`src/hdl/scs_pkg.sv`:
```
package scs_pkg;

	// =============================================================
	// register map (byte addresses on the 32-bit bus)
	localparam logic [31:0] ADDR_CTRL   = 32'h0000_0000;
	localparam logic [31:0] ADDR_STATUS = 32'h0000_0004;
	localparam logic [31:0] ADDR_MASK   = 32'h0000_0008;
	localparam logic [31:0] ADDR_STATE  = 32'h0000_000C;

	localparam logic [1:0]  HTRANS_IDLE = 2'h0;
	localparam logic        HRESP_OKAY  = 1'b0;
	localparam logic [31:0] RDATA_ZERO  = 32'h0000_0000;

	// =============================================================
	// sleep kind codes
	localparam logic [1:0] KIND_IDLE  = 2'h0;
	localparam logic [1:0] KIND_UNDEF = 2'h1;
	localparam logic [1:0] KIND_DOWN  = 2'h2;
	localparam logic [1:0] KIND_SAVE  = 2'h3;

	// =============================================================
	// timing
	localparam int unsigned CLK_NS    = 100;
	localparam int unsigned NS_PER_US = 1000;
	localparam int unsigned DELAY_W   = 24;
	localparam logic [1:0]  SETTLE_EXT_CYC   = 2'h2;
	localparam logic [1:0]  SETTLE_TIMER_CYC = 2'h3;
	localparam logic [1:0]  SETTLE_ONE       = 2'h1;
	localparam logic [DELAY_W-1:0] DELAY_ONE = 24'h00_0001;

	// =============================================================
	// types
	typedef enum logic [2:0] {
		MODE_RUN,
		MODE_IDLE,
		MODE_DOWN,
		MODE_RESTART,
		MODE_SETTLE
	} scs_mode_type;

	typedef enum logic [1:0] {
		CAUSE_NONE,
		CAUSE_LEVEL,
		CAUSE_TIMER,
		CAUSE_RESET
	} scs_cause_type;

	typedef struct packed {
		logic [1:0] startup_time_fuses;
		logic       t0_cmp_irq_en;
		logic       t0_ovf_irq_en;
		logic       timer0_external_osc_select;
		logic       sleep_kind_select_hi;
		logic       sleep_kind_select_lo;
		logic       sleep_permit_bit;
	} scs_ctrl_type;

	typedef struct packed {
		logic reset_wake;
		logic wake_dropped;
		logic woke;
		logic slept;
	} scs_event_type;

	localparam scs_ctrl_type  CTRL_RESET  = '0;
	localparam scs_event_type EVENT_NONE  = '0;

	typedef struct packed {
		scs_mode_type       mode;
		scs_cause_type      cause;
		logic               saving;
		logic               level_lost;
		logic [DELAY_W-1:0] dly;
		logic [1:0]         settle;
		scs_ctrl_type       ctrl;
		scs_event_type      status;
		scs_event_type      mask;
		logic               a_valid;
		logic               a_write;
		logic [31:0]        a_addr;
		logic [31:0]        rdata;
		logic               resume;
		logic               vector;
		logic               discard;
	} scs_state_type;

	typedef struct packed {
		logic first;
		logic confirmed;
	} scs_sample_type;

endpackage

```
`src/hdl/scs_level_sampler.sv`:
```
`timescale 1ns/1ps
module scs_level_sampler
	import scs_pkg::*;
(
	input  wire logic clk,
	input  wire logic rst_n,
	input  wire logic armed,
	input  wire logic level,
	input  wire logic tick,
	output      logic confirmed
);

	scs_sample_type s_q;
	scs_sample_type s_d;

	// =============================================================
	// two samples on the watchdog oscillator tick
	always_comb begin
		s_d = s_q;
		if (!armed) begin
			s_d = '0;
		end else if (tick) begin
			s_d.first     = level;
			s_d.confirmed = level && s_q.first;
		end
	end

	always_ff @(posedge clk) begin
		if (!rst_n) begin
			s_q <= '0;
		end else begin
			s_q <= s_d;
		end
	end

	assign confirmed = s_q.confirmed;
endmodule

```
`src/hdl/scs_sleep_ctrl.sv`:
```
`timescale 1ns/1ps
// Function
// sleep entered only if permit bit set and sleep instruction executes
// enabled interrupt wakes core; it resumes after sleep, state kept
// reset while asleep wakes core and starts at reset vector
// kind 00 is Idle: only the CPU stops, peripherals keep running
// wake from Idle resumes execution at once, no delay
// kind 10 is Power-down: oscillator stops, ext irq and watchdog run
// Power-down wakes only on ext reset, watchdog reset or level irq
// level irq sampled twice on watchdog clock, both must match
// Power-down wake waits the fuse-selected restart delay
// wake cause gone before execution resumes: its interrupt is dropped
// kind 11 is Power-save: like Power-down but async timer0 runs
// Power-save also wakes on enabled timer0 overflow or compare
// software must set global interrupt enable to run the routine
// Power-save wake holds flag updates two or three cycles
// software uses Power-down when timer0 is not async clocked
// timer0 prescaler source is system clock, or osc pin if selected
// undefined kind 01 behaves as Idle
module scs_sleep_ctrl
	import scs_pkg::*;
#(
	parameter int unsigned RESTART_US_0 = 1,
	parameter int unsigned RESTART_US_1 = 100,
	parameter int unsigned RESTART_US_2 = 1000,
	parameter int unsigned RESTART_US_3 = 16000
)
(
	input  wire logic        MCLK,
	input  wire logic        RST_N,
	input  wire logic        HSEL,
	input  wire logic [31:0] HADDR,
	input  wire logic [1:0]  HTRANS,
	input  wire logic        HWRITE,
	input  wire logic [2:0]  HSIZE,
	input  wire logic [31:0] HWDATA,
	input  wire logic        HREADY,
	output      logic [31:0] HRDATA,
	output      logic        HREADYOUT,
	output      logic        HRESP,
	output      logic        IRQ,
	input  wire logic        SLEEP_EXEC,
	input  wire logic        IRQ_REQ,
	input  wire logic        EXT_RESET,
	input  wire logic        WDT_RESET,
	input  wire logic        LEVEL_IRQ,
	input  wire logic        WDT_OSC_TICK,
	input  wire logic        T0_OVF,
	input  wire logic        T0_CMP,
	input  wire logic        TIMER_OSC_IN_PIN,
	output      logic        CPU_RUN,
	output      logic        OSC_RUN,
	output      logic        PERIPH_RUN,
	output      logic        T0_RUN,
	output      logic        TIMER0_PRESCALER_SOURCE,
	output      logic        FLAG_HOLD,
	output      logic        WAKE_RESUME,
	output      logic        WAKE_VECTOR,
	output      logic        WAKE_DISCARD
);

	// =============================================================
	// restart delay per fuse setting, rounded up to whole cycles
	localparam int unsigned CYC_0 =
		(RESTART_US_0 * NS_PER_US + CLK_NS - 1) / CLK_NS;
	localparam int unsigned CYC_1 =
		(RESTART_US_1 * NS_PER_US + CLK_NS - 1) / CLK_NS;
	localparam int unsigned CYC_2 =
		(RESTART_US_2 * NS_PER_US + CLK_NS - 1) / CLK_NS;
	localparam int unsigned CYC_3 =
		(RESTART_US_3 * NS_PER_US + CLK_NS - 1) / CLK_NS;

	function automatic logic [DELAY_W-1:0] restart_cycles(
		input logic [1:0] fuse
	);
		case (fuse)
			2'h0:    restart_cycles = DELAY_W'(CYC_0);
			2'h1:    restart_cycles = DELAY_W'(CYC_1);
			2'h2:    restart_cycles = DELAY_W'(CYC_2);
			default: restart_cycles = DELAY_W'(CYC_3);
		endcase
	endfunction

	function automatic logic [1:0] sleep_kind(input scs_ctrl_type c);
		logic [1:0] k;
		k = {c.sleep_kind_select_hi, c.sleep_kind_select_lo};
		// the undefined code falls back to the lightest sleep
		sleep_kind = (k == KIND_UNDEF) ? KIND_IDLE : k;
	endfunction

	scs_state_type q;
	scs_state_type d;
	scs_event_type ev;
	scs_event_type clr;
	logic          any_reset;
	logic          level_ok;
	logic          timer_wake;

	scs_level_sampler u_sampler (
		.clk       (MCLK),
		.rst_n     (RST_N),
		.armed     (q.mode == MODE_DOWN),
		.level     (LEVEL_IRQ),
		.tick      (WDT_OSC_TICK),
		.confirmed (level_ok)
	);

	assign any_reset  = EXT_RESET || WDT_RESET;
	// timer0 only counts in Power-save when it runs off its own oscillator
	assign timer_wake = q.saving && q.ctrl.timer0_external_osc_select
		&& ((T0_OVF && q.ctrl.t0_ovf_irq_en)
		|| (T0_CMP && q.ctrl.t0_cmp_irq_en));

	// =============================================================
	// sleep sequencer and register file
	always_comb begin
		d         = q;
		ev        = EVENT_NONE;
		clr       = EVENT_NONE;
		d.resume  = 1'b0;
		d.vector  = 1'b0;
		d.discard = 1'b0;
		case (q.mode)
			MODE_RUN: begin
				if (SLEEP_EXEC && q.ctrl.sleep_permit_bit) begin
					ev.slept     = 1'b1;
					d.cause      = CAUSE_NONE;
					d.level_lost = 1'b0;
					d.saving     = sleep_kind(q.ctrl) == KIND_SAVE;
					if (sleep_kind(q.ctrl) == KIND_IDLE) begin
						d.mode = MODE_IDLE;
					end else begin
						d.mode = MODE_DOWN;
					end
				end
			end
			MODE_IDLE: begin
				if (any_reset) begin
					d.mode        = MODE_RUN;
					d.vector      = 1'b1;
					ev.reset_wake = 1'b1;
				end else if (IRQ_REQ) begin
					d.mode   = MODE_RUN;
					d.resume = 1'b1;
					ev.woke  = 1'b1;
				end
			end
			MODE_DOWN: begin
				// anything else, idle interrupts included, is ignored
				if (any_reset || level_ok || timer_wake) begin
					d.mode = MODE_RESTART;
					d.dly  = restart_cycles(q.ctrl.startup_time_fuses)
						- DELAY_ONE;
					if (any_reset) begin
						d.cause = CAUSE_RESET;
					end else if (level_ok) begin
						d.cause = CAUSE_LEVEL;
					end else begin
						d.cause = CAUSE_TIMER;
					end
				end
			end
			MODE_RESTART: begin
				if (q.cause == CAUSE_LEVEL && !LEVEL_IRQ) begin
					d.level_lost = 1'b1;
				end
				if (q.dly != '0) begin
					d.dly = q.dly - DELAY_ONE;
				end else if (q.cause == CAUSE_RESET) begin
					d.mode        = MODE_RUN;
					d.vector      = 1'b1;
					ev.reset_wake = 1'b1;
				end else if (d.level_lost) begin
					d.mode          = MODE_RUN;
					d.discard       = 1'b1;
					ev.wake_dropped = 1'b1;
				end else begin
					d.resume = 1'b1;
					ev.woke  = 1'b1;
					if (q.saving) begin
						d.mode   = MODE_SETTLE;
						d.settle = (q.cause == CAUSE_TIMER)
							? SETTLE_TIMER_CYC - SETTLE_ONE
							: SETTLE_EXT_CYC - SETTLE_ONE;
					end else begin
						d.mode = MODE_RUN;
					end
				end
			end
			MODE_SETTLE: begin
				if (q.settle == '0) begin
					d.mode = MODE_RUN;
				end else begin
					d.settle = q.settle - SETTLE_ONE;
				end
			end
			default: begin
				d.mode = MODE_RUN;
			end
		endcase

		// bus data phase: write into the addressed register
		if (q.a_valid && q.a_write) begin
			if (q.a_addr == ADDR_CTRL) begin
				d.ctrl = HWDATA[$bits(scs_ctrl_type)-1:0];
			end else if (q.a_addr == ADDR_STATUS) begin
				clr = HWDATA[$bits(scs_event_type)-1:0];
			end else if (q.a_addr == ADDR_MASK) begin
				d.mask = HWDATA[$bits(scs_event_type)-1:0];
			end
		end
		// a new event beats a clear written in the same cycle
		d.status = (q.status & ~clr) | ev;

		// bus address phase; read data is taken from the updated copy so
		// a read right behind a write sees the written value
		if (HREADY) begin
			d.a_valid = HSEL && HTRANS[1];
			d.a_write = HWRITE;
			d.a_addr  = HADDR;
			d.rdata   = RDATA_ZERO;
			if (HSEL && HTRANS[1] && !HWRITE) begin
				if (HADDR == ADDR_CTRL) begin
					d.rdata = 32'(d.ctrl);
				end else if (HADDR == ADDR_STATUS) begin
					d.rdata = 32'(d.status);
				end else if (HADDR == ADDR_MASK) begin
					d.rdata = 32'(d.mask);
				end else if (HADDR == ADDR_STATE) begin
					d.rdata = 32'({q.saving, q.cause, q.mode});
				end
			end
		end
	end

	always_ff @(posedge MCLK) begin
		if (!RST_N) begin
			q        <= '0;
			q.mode   <= MODE_RUN;
			q.cause  <= CAUSE_NONE;
			q.ctrl   <= CTRL_RESET;
			q.status <= EVENT_NONE;
			q.mask   <= EVENT_NONE;
		end else begin
			q <= d;
		end
	end

	// =============================================================
	// outputs
	assign HRDATA    = q.rdata;
	assign HREADYOUT = 1'b1;
	assign HRESP     = HRESP_OKAY;
	assign IRQ       = |(q.status & q.mask);

	assign CPU_RUN    = (q.mode == MODE_RUN) || (q.mode == MODE_SETTLE);
	assign OSC_RUN    = q.mode != MODE_DOWN;
	assign PERIPH_RUN = (q.mode != MODE_DOWN)
		&& (q.mode != MODE_RESTART);
	assign T0_RUN     = PERIPH_RUN || (q.saving
		&& q.ctrl.timer0_external_osc_select);
	// plain clock mux; the select must only change while timer0 is stopped
	assign TIMER0_PRESCALER_SOURCE = q.ctrl.timer0_external_osc_select
		? TIMER_OSC_IN_PIN : MCLK;
	assign FLAG_HOLD    = q.mode == MODE_SETTLE;
	assign WAKE_RESUME  = q.resume;
	assign WAKE_VECTOR  = q.vector;
	assign WAKE_DISCARD = q.discard;

	// =============================================================
	// checks
	logic [DELAY_W-1:0] restart_seen;

	always_ff @(posedge MCLK) begin
		if (!RST_N) begin
			restart_seen <= '0;
		end else if (q.mode == MODE_RESTART) begin
			restart_seen <= restart_seen + DELAY_ONE;
		end else if (d.mode == MODE_RESTART) begin
			restart_seen <= '0;
		end
	end
endmodule

```
`config.mk`:
```
export PLATFORM = sky130hd
export DESIGN_NAME = scs_sleep_ctrl
export DESIGN_NICKNAME = d
export VERILOG_FILES = /design/src/hdl/scs_pkg.sv /design/src/hdl/scs_level_sampler.sv /design/src/hdl/scs_sleep_ctrl.sv
export SDC_FILE = /design/constraint.sdc
export NUM_CORES = 1
export LEC_CHECK = 0
export CORE_UTILIZATION = 40
export DETAILED_ROUTE_END_ITERATION = 8
export DONT_BUFFER_PORTS = 1
export GPL_TIMING_DRIVEN = 0
export MAX_ROUTING_LAYER = met4
export PLACE_DENSITY_LB_ADDON = 0.3
export SLEW_MARGIN = 20
export SYNTH_ARGS = -nofsm -noshare
export SYNTH_HDL_FRONTEND = slang
export SYNTH_HIERARCHICAL = 1
export SYNTH_SLANG_ARGS = --single-unit
```
`constraint.sdc`:
```
create_clock -name MCLK -period 3.4 [get_ports MCLK]
set_input_delay 0.68 -clock MCLK [delete_from_list [all_inputs] [get_ports MCLK]]
set_output_delay 0.68 -clock MCLK [all_outputs]
set_load 0.02 [all_outputs]
```
==> summary.md <==
| Metric | Value |
|---|---|
| R2R depth | `11` |
| Peak fanout along the critical path | `10` |
| Sequential cell area fraction in the yosys report | `37.21%` |
| Leakage power total | `2.332 nW` |
| Setup TNS | `0 ns` |
| Top_reg_cell synth | `dfxtp_1` |
| CP Data Arrival Time | `3.50 ns` |
| Worst Hold Depth | `2` |
| Total number of yosys warnings | `6` |
| Global route overflow | `0` |
| Horizontal die dimension | `115.6 um` |
| PD cells | `469.7 nW/um2` |
| Ratio of routed vias to standard cells | `5.657` |
| Gate Count Post-Synth | `607` |
| Ratio of final minimum period to clock period | `92.79%` |
| Initial standard-cell utilization of the core | `40.93%` |
| Maximum number of pins on one net before global-route repair | `18` |
| Count of unresolved DRC violations after routing | `0` |
| Min Clock Period, post-route | `3.155 ns` |
| Number of buffers inserted for hold repair after clock tree synthesis | `0` |
| Run status | `completed` |
| Worst VDD drop | `0.3208 mV` |
| EDFF count, synth | `0` |
| Antenna violations before repair | `0` |
| Global-route wire length before repair | `22.27 mm` |
| Setup Viol. Count Final | `0` |
| Height of the chip | `115.6 um` |
| Number of standard-cell rows in the floorplan | `41` |
| Skew final | `0.009372 ns` |
| Nets | `735` |
| Half-perimeter wire length of the detailed placement result | `10.50 mm` |
| Start-to-end type of the worst setup path | `reg -> reg` |
| Clock transition at the registers of the reported paths | `0.07 ns` |
| Number of antenna repair diodes | `0` |
| Final core occ | `46.13%` |
| Total of flip-flops plus latches after synthesis | `96` |
| Routed wirelength normalized by instance count | `17.13 um` |
| Leading cell type in the layout, fill and taps excluded | `dfxtp_1` |
| Max capacitance violation total | `0` |
| Number of top-level pins | `127` |
| Total GRT Usage | `22.92%` |
| Number of DRC markers after the initial detailed-route iteration | `388` |
| Number of antenna-violating nets in the routed design | `0` |
| RSZ-0062 raised after global routing | `no` |
| Drt pass-1 iters | `5` |
| Full die area | `13370 um2` |
| Normalized max-slew margin | `40.71%` |
| Required arrival time at the worst endpoint | `3.74 ns` |
| Clock tree from TritonCTS | `done` |
| Area of the placeable core | `12620 um2` |
| Mean area per synthesized cell | `8.509 um2` |
| Maximum clock rate | `317.0 MHz` |
| Class of the worst hold path | `in -> reg` |
| Worst-Skew Late Latency | `0.47 ns` |
| Vias in the first global route | `4440` |
| Hold violation count in the final report | `0` |
| Final wirelength | `14.05 mm` |
| Area of the mapped netlist | `5165 um2` |
| Growth of design area from synthesis to finish | `12.72%` |
| Number of input and output port buffers inserted | `0` |
| Count of buffers added by post-CTS timing repair for setup | `0` |
| Type of origin of the critical path | `register` |
| Overall power after layout | `2.734 mW` |
| Post-synth cell types | `75` |
| Final count of pins violating max slew | `0` |
| Slew at the pin with the worst max-slew slack | `0.8828 ns` |
| Vias after detailed routing | `4639` |
| Type of element capturing the critical path | `register` |
| Fraction of final layout cells sized beyond drive strength 1 | `12.81%` |
| Most frequent cells in the layout | `96 x dfxtp_1, 87 x nor2_1, 48 x mux2i_1, 41 x nand2_1, 34 x buf_4` |
| Proportion of synthesized flip-flops having asynchronous set or reset | `0%` |
| Global placer's final weighted congestion | `0.9383` |
cells in the mapped netlist (all sizes together) (10+ instances only):
| cell type | number | area (um2) |
|---|---|---|
| a21oi | 31 | 158.9 |
| buf | 41 | 282.8 |
| clkbuf | 23 | 86.33 |
| dfxtp | 96 | 1922 |
| inv | 14 | 52.55 |
| mux2i | 48 | 480.5 |
| nand2 | 42 | 160.2 |
| nand2b | 10 | 62.56 |
| nand3 | 17 | 85.08 |
| nor2 | 87 | 326.6 |
| nor3 | 15 | 80.08 |
| nor4 | 24 | 171.4 |
| o21ai | 19 | 106.4 |
registers in the layout, summed over array words and instances (netlist names):
name,cells
HRDATA,8
WAKE_DISCARD,1
WAKE_RESUME,1
WAKE_VECTOR,1
q,83
u_sampler/confirmed,1
u_sampler/s_q,1
critical path, stage by stage (launching register included):
cell       delay [ns]
dfxtp_1          0.31
clkbuf_1         0.30
nand3b_2         0.31
clkbuf_1         0.34
nand2_1          0.18
a21boi_0         0.22
ha_1             0.23
nand2b_1         0.06
clkbuf_1         0.20
a2111o_1         0.54
o2111ai_1        0.24
o31ai_1          0.10
per-stage QoR:
step                setup WS [ns]  area, um2  instances  hold WS, ns
finish                     0.2452       5822        820       0.3567
global route              0.01012       5822        820       0.3437
CTS                        0.1296       5821        820       0.3459
detailed placement        -0.3361       5470        803       0.4364
global placement          -0.3690       5470        803       0.4341
floorplan                  0.6389       5255        631       0.4248
where the power goes:
part | internal [mW] | leakage [nW] | switching (mW) | total, mW
logic | 0.135 | 1.38 | 0.220 | 0.354
registers | 1.16 | 0.780 | 0.0339 | 1.20
clock network | 0.663 | 0.174 | 0.519 | 1.18
final timing paths:
| check | startpoint | to | slack [ns] |
|---|---|---|---|
| setup / recovery | q[115] | q[107] | 0.25 |
| hold / removal | HADDR[1] | q[36] | 0.36 |
| setup reg to reg | q[115] | q[107] | 0.25 |
| hold reg to reg | q[110] | q[110] | 0.46 |
timing repair:
action	in CTS	in global routing
gates resized for setup	2	1
endpoints found under the setup margin	9	5
pin swaps	0	1
final cells by class:
class / instances / area (um2)
Clock inverter: 6 / 51.30
Fill cell: 1270 / 6798
Tap cell: 172 / 215.2
Buffer: 63 / 367.9
Multi-Input combinational cell: 456 / 2909
Inverter: 15 / 56.30
Clock buffer: 12 / 300.3
Sequential cell: 96 / 1922
per-layer routing:
layer / GRT usage (%) / part of all wire, % / up-vias
met1: 27.00 / 43 / 2190
met3: 8.002 / 9.0 / 28
li1: - / - / 2208
met5: - / 0 / -
met4: 9.744 / 2.1 / 0
met2: 35.45 / 46 / 213
logic make-up (layout without fill, tap and decap cells):
group,after synthesis,count (layout),synth area share (%)
AND/OR/NAND/NOR,247,247,24.61
multiplexers,54,54,10.61
other,2,26,0.1454
adder cells (fa/ha/maj),8,8,1.938
flip-flops,96,96,37.21
XOR/XNOR,1,1,0.1696
buffers and inverters,79,96,8.236
AO/OA/AOI/OAI,120,120,17.08
No activity file was read; power rests on OpenSTA's default activity.
